`config.mk`:
```
export PLATFORM = sky130hd
export DESIGN_NAME = jlx_exec_unit
export DESIGN_NICKNAME = d
export VERILOG_FILES = /design/src/rtl/jlx_pkg.sv /design/src/rtl/jlx_exec_unit.sv /design/src/rtl/jlx_addr_gen.sv /design/src/rtl/jlx_load_align.sv
export SDC_FILE = /design/constraint.sdc
export NUM_CORES = 2
export LEC_CHECK = 0
export BUFFER_PORTS_ARGS = -buffer_cell sky130_fd_sc_hd__buf_4
export CORE_AREA = 4 4 288 290
export DETAILED_ROUTE_END_ITERATION = 16
export DIE_AREA = 0 0 292 294
export PLACE_DENSITY = 0.65
export SKIP_CTS_REPAIR_TIMING = 1
export SYNTH_ARGS = -nofsm -noshare
export SYNTH_HDL_FRONTEND = slang
export SYNTH_SLANG_ARGS = --single-unit
```
`constraint.sdc`:
```
create_clock -name core_clk -period 36.2 [get_ports core_clk]
set_clock_uncertainty 0.05 [all_clocks]
set_input_delay 1.81 -clock core_clk [delete_from_list [all_inputs] [get_ports core_clk]]
set_output_delay 1.81 -clock core_clk [all_outputs]
set_load 0.05 [all_outputs]
```
`src/rtl/jlx_pkg.sv`:
```
package jlx_pkg;
  // ---------------------------------------------------------------
  // operation codes
  // ---------------------------------------------------------------
  typedef enum logic [3:0] {
    JLX_OP_NONE,
    JLX_OP_ABS_JUMP,
    JLX_OP_ABS_JUMP_LINK,
    JLX_OP_REG_JUMP,
    JLX_OP_REG_JUMP_LINK,
    JLX_OP_LOAD_SBYTE,
    JLX_OP_LOAD_UBYTE,
    JLX_OP_LOAD_DWORD,
    JLX_OP_LOAD_COPROC,
    JLX_OP_LOAD_LEFT
  } jlx_op_t;

  typedef enum logic [1:0] {
    JLX_EXC_NONE,
    JLX_EXC_ADDR,
    JLX_EXC_RESERVED,
    JLX_EXC_UNUSABLE
  } jlx_exc_t;

  // ---------------------------------------------------------------
  // field layout and constants
  // ---------------------------------------------------------------
  localparam int JLX_TARGET_W = 26;
  localparam int JLX_PC_KEEP_LSB = 28;
  localparam int JLX_OFFSET_W = 16;
  localparam int JLX_LANE_W = 3;
  localparam logic [63:0] JLX_LINK_STEP = 64'h0000_0000_0000_0008;
  localparam logic [4:0] JLX_LINK_REG = 5'h1f;
  localparam logic [1:0] JLX_COP_SYSTEM = 2'h0;
  localparam logic [1:0] JLX_COP_RESERVED = 2'h3;
  localparam logic [2:0] JLX_DWORD_MASK = 3'h7;
  localparam logic [1:0] JLX_WORD_MASK = 2'h3;
endpackage : jlx_pkg

```
`src/rtl/jlx_exec_unit.sv`:
```
`timescale 1ns/1ps
`default_nettype none
// jump and load execution unit: one operation per issue, loads wait for memory
module jlx_exec_unit
  import jlx_pkg::*;
(
  input wire logic core_clk,
  input wire logic reset,
  input wire logic clk_en,
  input wire logic issue_valid,
  input wire jlx_op_t issue_op,
  input wire logic [63:0] issue_pc,
  input wire logic [25:0] jump_target,
  input wire logic [4:0] source_register_field,
  input wire logic [4:0] target_register_field,
  input wire logic [4:0] dest_register_field,
  input wire logic [15:0] offset,
  input wire logic [1:0] coproc_sel,
  input wire logic [3:0] coproc_usable,
  input wire logic [63:0] source_value,
  input wire logic [63:0] target_value,
  input wire logic cpu_byte_order,
  input wire logic memory_byte_order,
  input wire logic reverse_byte_order,
  input wire logic mem_ack,
  input wire logic [63:0] mem_rdata,
  input wire logic fetch_valid,
  input wire logic [63:0] fetch_pc,
  output logic busy,
  output logic redirect_valid,
  output logic [63:0] redirect_pc,
  output logic mem_req,
  output logic [63:0] mem_vaddr,
  output logic [2:0] mem_paddr_low,
  output logic [2:0] mem_access_size,
  output logic gpr_we,
  output logic [4:0] gpr_waddr,
  output logic [63:0] gpr_wdata,
  output logic cop_we,
  output logic [1:0] cop_num,
  output logic [4:0] cop_reg,
  output logic [63:0] cop_data,
  output logic exc_valid,
  output jlx_exc_t exc_code,
  output logic [63:0] exc_badvaddr
);
  typedef enum logic [1:0] {JLX_IDLE, JLX_SLOT, JLX_MEM} jlx_state_t;

  jlx_state_t state;
  jlx_op_t load_op;
  logic [63:0] jump_dest;
  logic [4:0] load_reg;
  logic [2:0] load_lane;
  logic [63:0] load_old;
  logic [1:0] load_cop;
  logic fwd_valid;
  logic [4:0] fwd_reg;
  logic [63:0] fwd_value;
  logic pending_misalign;
  logic [63:0] pending_pc;

  wire issue_go = clk_en && issue_valid && (state == JLX_IDLE);
  wire [63:0] vaddr;
  wire [2:0] phys_lane;
  wire [2:0] cpu_lane;
  wire [63:0] aligned_result;

  // ---------------------------------------------------------------
  // decode
  // ---------------------------------------------------------------
  wire is_abs = (issue_op == JLX_OP_ABS_JUMP) || (issue_op == JLX_OP_ABS_JUMP_LINK);
  wire is_reg = (issue_op == JLX_OP_REG_JUMP) || (issue_op == JLX_OP_REG_JUMP_LINK);
  wire is_link = (issue_op == JLX_OP_ABS_JUMP_LINK) || (issue_op == JLX_OP_REG_JUMP_LINK);
  wire is_load = (issue_op == JLX_OP_LOAD_SBYTE) || (issue_op == JLX_OP_LOAD_UBYTE)
              || (issue_op == JLX_OP_LOAD_DWORD) || (issue_op == JLX_OP_LOAD_COPROC)
              || (issue_op == JLX_OP_LOAD_LEFT);
  wire is_dword = (issue_op == JLX_OP_LOAD_DWORD) || (issue_op == JLX_OP_LOAD_COPROC);
  // delay slot pc is issue_pc plus four; its top bits kept
  wire [63:0] slot_pc = issue_pc + 64'h0000_0000_0000_0004;
  wire [63:0] abs_dest = {slot_pc[63:JLX_PC_KEEP_LSB], jump_target, 2'h0};
  wire [63:0] link_value = issue_pc + JLX_LINK_STEP;
  // link destination: fixed 31 for the absolute form, named register otherwise
  wire [4:0] link_reg = (issue_op == JLX_OP_ABS_JUMP_LINK) ? JLX_LINK_REG
                      : dest_register_field;
  // rs equal rd is deliberately not checked; link is written as usual
  // alignment checked only for doubleword forms; bytes and left loads never
  wire misalign = is_dword && ((vaddr[2:0] & JLX_DWORD_MASK) != 3'h0);
  wire cop_reserved = (issue_op == JLX_OP_LOAD_COPROC)
                   && (coproc_sel == JLX_COP_RESERVED);
  // system coprocessor is undefined: treated as unusable; an odd target register is not checked
  wire cop_unusable = (issue_op == JLX_OP_LOAD_COPROC) && !cop_reserved
                   && (!coproc_usable[coproc_sel] || coproc_sel == JLX_COP_SYSTEM);
  wire load_fault = misalign || cop_reserved || cop_unusable;
  // forward the previous load result for the partial load
  wire [63:0] old_rt = (fwd_valid && fwd_reg == target_register_field) ? fwd_value
                     : target_value;
  // left loads: big-endian memory keeps the lane, little-endian reads the aligned word; byte loads always keep the lane
  wire [2:0] paddr_low = ((issue_op == JLX_OP_LOAD_LEFT) && !memory_byte_order)
                       ? 3'h0 : (is_dword ? 3'h0 : phys_lane);
  wire [2:0] access_size = (issue_op == JLX_OP_LOAD_LEFT) ? cpu_lane
                         : (is_dword ? 3'h7 : 3'h0);
  wire target_fault = pending_misalign && fetch_valid && (fetch_pc == pending_pc);

  // ---------------------------------------------------------------
  // helpers
  // ---------------------------------------------------------------
  jlx_addr_gen u_addr (
    .base_value(source_value),
    .offset(offset),
    .cpu_byte_order(cpu_byte_order),
    .reverse_byte_order(reverse_byte_order),
    .vaddr(vaddr),
    .phys_lane(phys_lane),
    .cpu_lane(cpu_lane)
  );

  jlx_load_align u_align (
    .op(load_op),
    .mem_data(mem_rdata),
    .old_value(load_old),
    .lane(load_lane),
    .result(aligned_result)
  );

  // ---------------------------------------------------------------
  // control state and outputs
  // ---------------------------------------------------------------
  // jumps hold one slot before redirect; loads wait for mem_ack
  always_ff @(posedge core_clk or posedge reset)
  begin
    if (reset)
    begin
      state <= JLX_IDLE;
      load_op <= JLX_OP_NONE;
      jump_dest <= 64'h0;
      load_reg <= 5'h0;
      load_lane <= 3'h0;
      load_old <= 64'h0;
      load_cop <= 2'h0;
      fwd_valid <= 1'b0;
      fwd_reg <= 5'h0;
      fwd_value <= 64'h0;
      pending_misalign <= 1'b0;
      pending_pc <= 64'h0;
      busy <= 1'b0;
      redirect_valid <= 1'b0;
      redirect_pc <= 64'h0;
      mem_req <= 1'b0;
      mem_vaddr <= 64'h0;
      mem_paddr_low <= 3'h0;
      mem_access_size <= 3'h0;
      gpr_we <= 1'b0;
      gpr_waddr <= 5'h0;
      gpr_wdata <= 64'h0;
      cop_we <= 1'b0;
      cop_num <= 2'h0;
      cop_reg <= 5'h0;
      cop_data <= 64'h0;
      exc_valid <= 1'b0;
      exc_code <= JLX_EXC_NONE;
      exc_badvaddr <= 64'h0;
    end
    else if (clk_en)
    begin
      redirect_valid <= 1'b0;
      gpr_we <= 1'b0;
      cop_we <= 1'b0;
      exc_valid <= 1'b0;
      exc_code <= JLX_EXC_NONE;
      if (target_fault)
      begin
        // fault deferred until the target is fetched
        pending_misalign <= 1'b0;
        exc_valid <= 1'b1;
        exc_code <= JLX_EXC_ADDR;
        exc_badvaddr <= pending_pc;
      end
      unique case (state)
        JLX_IDLE:
        begin
          if (issue_go && (is_abs || is_reg))
          begin
            state <= JLX_SLOT;
            busy <= 1'b1;
            jump_dest <= is_abs ? abs_dest : source_value;
            fwd_valid <= 1'b0;
            if (is_reg && (source_value[1:0] & JLX_WORD_MASK) != 2'h0)
            begin
              pending_misalign <= 1'b1;
              pending_pc <= source_value;
            end
            if (is_link)
            begin
              gpr_we <= 1'b1;
              gpr_waddr <= link_reg;
              gpr_wdata <= link_value;
            end
          end
          else if (issue_go && is_load && load_fault)
          begin
            exc_valid <= 1'b1;
            exc_code <= cop_reserved ? JLX_EXC_RESERVED
                      : (misalign ? JLX_EXC_ADDR : JLX_EXC_UNUSABLE);
            exc_badvaddr <= vaddr;
            fwd_valid <= 1'b0;
          end
          else if (issue_go && is_load)
          begin
            state <= JLX_MEM;
            busy <= 1'b1;
            mem_req <= 1'b1;
            mem_vaddr <= vaddr;
            mem_paddr_low <= paddr_low;
            mem_access_size <= access_size;
            load_op <= issue_op;
            load_reg <= target_register_field;
            // register lane follows cpu order; only the memory lane follows reverse order
            load_lane <= cpu_lane;
            load_old <= old_rt;
            load_cop <= coproc_sel;
          end
          else if (issue_go)
          begin
            fwd_valid <= 1'b0;
          end
        end
        JLX_SLOT:
        begin
          // delay slot instruction runs elsewhere this cycle
          state <= JLX_IDLE;
          busy <= 1'b0;
          redirect_valid <= 1'b1;
          redirect_pc <= jump_dest;
        end
        JLX_MEM:
        begin
          if (mem_ack)
          begin
            state <= JLX_IDLE;
            busy <= 1'b0;
            mem_req <= 1'b0;
            if (load_op == JLX_OP_LOAD_COPROC)
            begin
              cop_we <= 1'b1;
              cop_num <= load_cop;
              cop_reg <= load_reg; // odd register passes through unchecked
              cop_data <= mem_rdata;
              fwd_valid <= 1'b0;
            end
            else
            begin
              gpr_we <= 1'b1;
              gpr_waddr <= load_reg;
              gpr_wdata <= aligned_result;
              fwd_valid <= 1'b1;
              fwd_reg <= load_reg;
              fwd_value <= aligned_result;
            end
          end
        end
        default:
        begin
          state <= JLX_IDLE;
        end
      endcase
    end
  end

  // ---------------------------------------------------------------
  // checks
  // ---------------------------------------------------------------
  a_jump_slot_redirect: assert property (@(posedge core_clk) disable iff (reset)
    (issue_go && is_abs) |=> ##[0:4] (redirect_valid && redirect_pc[1:0] == 2'h0))
    else $error("absolute jump did not redirect");
  a_link_value: assert property (@(posedge core_clk) disable iff (reset)
    (issue_go && issue_op == JLX_OP_ABS_JUMP_LINK) |=>
      (gpr_we && gpr_waddr == 5'h1f && gpr_wdata == $past(issue_pc) + 64'h8))
    else $error("link register write wrong");
  a_reg_jump_dest: assert property (@(posedge core_clk) disable iff (reset)
    (issue_go && issue_op == JLX_OP_REG_JUMP_LINK && clk_en) |=>
      (gpr_waddr == $past(dest_register_field)))
    else $error("register link destination wrong");
  a_no_jump_exc: assert property (@(posedge core_clk) disable iff (reset)
    (issue_go && is_reg && !target_fault) |=> !exc_valid)
    else $error("jump raised exception at issue");
  a_dword_align: assert property (@(posedge core_clk) disable iff (reset)
    (issue_go && issue_op == JLX_OP_LOAD_DWORD && vaddr[2:0] != 3'h0 && !target_fault)
      |=> (exc_valid && exc_code == JLX_EXC_ADDR))
    else $error("misaligned doubleword not faulted");
  a_cop3_reserved: assert property (@(posedge core_clk) disable iff (reset)
    (issue_go && issue_op == JLX_OP_LOAD_COPROC && coproc_sel == 2'h3 && !misalign
      && !target_fault) |=> (exc_code == JLX_EXC_RESERVED))
    else $error("coprocessor 3 not reserved");
  a_left_no_fault: assert property (@(posedge core_clk) disable iff (reset)
    (issue_go && (issue_op == JLX_OP_LOAD_LEFT || issue_op == JLX_OP_LOAD_SBYTE)
      && !target_fault) |=> !exc_valid)
    else $error("byte or left load faulted");
  a_sbyte_ext: assert property (@(posedge core_clk) disable iff (reset)
    (gpr_we && state == JLX_IDLE && $past(state) == JLX_MEM
      && $past(load_op) == JLX_OP_LOAD_SBYTE) |-> (gpr_wdata[63:8] == {56{gpr_wdata[7]}}))
    else $error("signed byte not extended");
endmodule : jlx_exec_unit
`default_nettype wire

```
`src/rtl/jlx_addr_gen.sv`:
```
`timescale 1ns/1ps
`default_nettype none
// effective address and byte lane forming, purely combinational
module jlx_addr_gen
  import jlx_pkg::*;
(
  input wire logic [63:0] base_value,
  input wire logic [15:0] offset,
  input wire logic cpu_byte_order,
  input wire logic reverse_byte_order,
  output logic [63:0] vaddr,
  output logic [2:0] phys_lane,
  output logic [2:0] cpu_lane
);
  // ---------------------------------------------------------------
  // address arithmetic
  // ---------------------------------------------------------------
  // sign-extend the offset and add to base
  assign vaddr = base_value + {{(64 - JLX_OFFSET_W){offset[15]}}, offset};
  // lanes flip with the byte-order settings
  assign phys_lane = vaddr[JLX_LANE_W-1:0] ^ {JLX_LANE_W{reverse_byte_order}};
  assign cpu_lane = vaddr[JLX_LANE_W-1:0] ^ {JLX_LANE_W{cpu_byte_order}};
endmodule : jlx_addr_gen
`default_nettype wire

```
`src/rtl/jlx_load_align.sv`:
```
`timescale 1ns/1ps
`default_nettype none
// shapes memory doubleword into the register value for each load kind
module jlx_load_align
  import jlx_pkg::*;
(
  input wire jlx_op_t op,
  input wire logic [63:0] mem_data,
  input wire logic [63:0] old_value,
  input wire logic [2:0] lane,
  output logic [63:0] result
);
  logic [7:0] picked;
  logic [63:0] left_shifted;
  logic [63:0] keep_mask;
  logic [5:0] shamt;

  // ---------------------------------------------------------------
  // byte pick and left merge
  // ---------------------------------------------------------------
  assign picked = mem_data[{lane, 3'h0} +: 8];
  // starting byte lands in the top register byte
  assign shamt = {~lane, 3'h0};
  assign left_shifted = mem_data << shamt;
  // old low bytes survive below the loaded span
  assign keep_mask = ~(64'hffff_ffff_ffff_ffff << shamt);

  // result selection per operation
  always_comb
  begin
    unique case (op)
      JLX_OP_LOAD_SBYTE: result = {{56{picked[7]}}, picked};
      JLX_OP_LOAD_UBYTE: result = {56'h0, picked};
      JLX_OP_LOAD_LEFT: result = left_shifted | (old_value & keep_mask);
      default: result = mem_data;
    endcase
  end
endmodule : jlx_load_align
`default_nettype wire

```
==> impl_metrics.csv <==
group,metric,value,unit
timing,post-route-min-period,6.112,ns
setup_path,critical_path_required,36.64,ns
synthesis,synth-edff-count,0,
global_routing,gr-total-overflow,0,
flow_run,cap_violations,0,
floorplan,io_pins,742,
route,vias_per_cell,5.924,
synthesis,synth_seq_area_share,44.87,%
timing,tns,0,ns
floorplan,core-area,80290,sq um
setup_path,arrival,6.55,ns
timing,rsz0062_at_grt,"no",
place,io_buffers,726,
timing,fmax,0.1636,GHz
timing,fin_crit_sh,16.88,%
synthesis,synth_seq_cells,609,
final_layout,layout_common_cells,"buf_4, dfrtp_1, nand2_1, o21ai_0, mux2_2",
timing,setup_viol,0,
clocking,insertion_delay,0.62,ns
global_routing,antenna_found_initial,29,
timing,tightest_slew,1.354,ns
power_and_ir_drop,power,3.711,mW
clocking,clk_pin_slew,0.06,ns
route,vias,30960,
setup_path,critPathMaxFanout,105,
setup_path,criticalPathCategory,"in -> reg",
clocking,clock-sinks,609,
route,ant_nets,0,
place,hpwl,111700,um
clocking,cts-buffers-inserted,72,
global_routing,grt_pass1_vias,29680,
power_and_ir_drop,peakVddDrop,62.61,uV
synthesis,syn_nets,3960,
place,place.gp.congestion,0.9873,
timing,hold_violations,0,
clocking,cts_buffer_depth,3,
floorplan,dieWidth,292,um
power_and_ir_drop,leakage,19.39,nW
global_routing,track_usage,32.79,%
timing,holdWs,0.4232,ns
clocking,cts_tree,"built",
synthesis,syn_area_per_cell,9.717,sq um
route,drt-initial-drc-count,2909,
final_layout,drive_above_1_share,29.35,%
floorplan,die_h,294,um
synthesis,netlist_area,33960,sq um
global_routing,grt_max_degree,149,
setup_path,slowest_delay,0.88,ns
setup_path,crit_path_frequent_cell,"buf_4",
status,status,"finished clean",
route,drt_first_pass_iters,6,
clocking,clock-root-buffer,"clkbuf_16",
global_routing,grt_first_pass_wirelength,209400,um
route,wl_per_cell,28.08,um
floorplan,initial_core_util,42.30,%
floorplan,rows,104,
final_layout,post-route-util,53.07,%
synthesis,synthCells,3495,
final_layout,fillCellCount,7506,
synthesis,ys_warn_count,0,
setup_path,critPathSlowestCell,"buf_4",
min_path,hp-class,"reg -> reg",
timing,slew_headroom,9.757,%
final_layout,seqCellArea,15250,sq um
setup_path,start_kind,"input pin",
setup_path,crit_chain,"buf_4 > ha_1 > fa_1 > xor2_1 > nor3_1 > inv_1 > a21oi_1 > a21oi_1 > or2_4 > buf_4 > buf_4 > mux2_2",
floorplan,dieArea,85850,sq um
synthesis,synthFlopType,"dfrtp_1",
clocking,h-tree-depth,3,
final_layout,multi_input_area,17680,sq um
power_and_ir_drop,power_density,87.08,nW/um^2
final_layout,fin_nets,4547,
final_layout,area_growth,25.46,%
route,drc_errors,0,
synthesis,async_reset_ff_share,100.0,%
final_layout,final_common_cell,"buf_4",
route,drt-total-wl,146700,um
synthesis,ys_types,79,
setup_path,end_kind,"flop",
timing,drv_slew,0,
[final cells by class]
| cell class | instances | share of cell area (%) |
|---|---|---|
| clock inverters | 31 | 0.8193 |
| well taps | 1060 | 3.113 |
| repair buffers | 756 | 13.35 |
| clock buffers | 100 | 4.830 |
| diodes | 27 | 0.1586 |
| multi-input cells | 2594 | 41.49 |
| flip-flops and latches | 609 | 35.79 |
| inverters | 49 | 0.4493 |
[power by group]
part           switching, mW  internal [mW]
registers              0.215          0.973
logic                   1.19          0.579
clock network          0.311          0.442
[cells in the mapped netlist, types with 36 or more instances]
library cell / n / area [sq um]
nand4_1: 59 / 369.1
a211oi_1: 38 / 285.3
nand3_1: 66 / 330.3
mux2_2: 266 / 2995
nor2b_1: 40 / 250.2
xnor2_1: 118 / 1033
ha_1: 68 / 850.8
a21oi_1: 167 / 835.8
nor2_1: 193 / 724.4
and3_1: 36 / 225.2
clkbuf_1: 184 / 690.7
dfrtp_1: 609 / 15240
xor2_1: 95 / 832.1
mux2i_1: 120 / 1201
o21ai_0: 345 / 1727
o22ai_1: 63 / 394.1
nand2_1: 486 / 1824
a22oi_1: 59 / 442.9
inv_1: 49 / 183.9
[through the flow]
step	cell area [sq um]	setup slack, ns	std cells
after CTS	42540	30.10	5199
final	42610	30.09	5226
after detailed placement	40130	29.46	5068
after floorplan	33960	17.29	3495
after global placement	40130	29.46	5068
after global routing	42580	29.77	5216
[routing by layer]
layer  global-route usage [%]  routed length [um]  vias up  share of wire (%)
li1                         -                   -    13770                  -
met1                    41.90               57090    15330                 39
met2                    52.26               67540     1535                 46
met3                    8.626               14530      314                9.9
met4                    15.19                7486       14                5.1
met5                        0                  98        -              0.067
[cell families (layout without fill, tap and decap cells)]
group / Yosys count / after routing / synth area share [%]
flip-flops: 609 / 609 / 44.87
AND/OR/NAND/NOR: 1011 / 1011 / 13.59
adder cells (fa/ha/maj): 69 / 69 / 2.564
AO/OA/AOI/OAI: 891 / 891 / 16.14
buffers and inverters: 292 / 936 / 3.400
multiplexers: 410 / 410 / 13.95
other: 0 / 27 / 0
XOR/XNOR: 213 / 213 / 5.493
[critical path, delay by kind of cell]
kind / cells / cell delay, ns
fa+ha+maj: 2 / 0.68
xor+xnor: 1 / 0.52
mux: 1 / 0.41
buf+inv: 4 / 1.88
compound gates: 2 / 0.32
simple gates: 2 / 0.84
[worst paths after layout]
kind / from / end / slack [ns] / cells past startpoint
worst max-delay path: source_value[0] / load_op[0]$_DFFE_PP0P_ / 30.09 / 12
worst min-delay path: load_old[49]$_DFFE_PP0P_ / load_old[49]$_DFFE_PP0P_ / 0.42 / 2
worst max register to register: state[0]$_DFFE_PP0P_ / load_op[0]$_DFFE_PP0P_ / 31.55 / 8
worst min register to register: load_old[49]$_DFFE_PP0P_ / load_old[49]$_DFFE_PP0P_ / 0.42 / 2
max in group asynchronous: reset / redirect_pc[47]$_DFFE_PP0P_ / 31.14 / 6
min in group asynchronous: reset / cop_data[63]$_DFFE_PP0P_ / 1.25 / 2
Note: power is estimated with default switching activity, not from simulation.
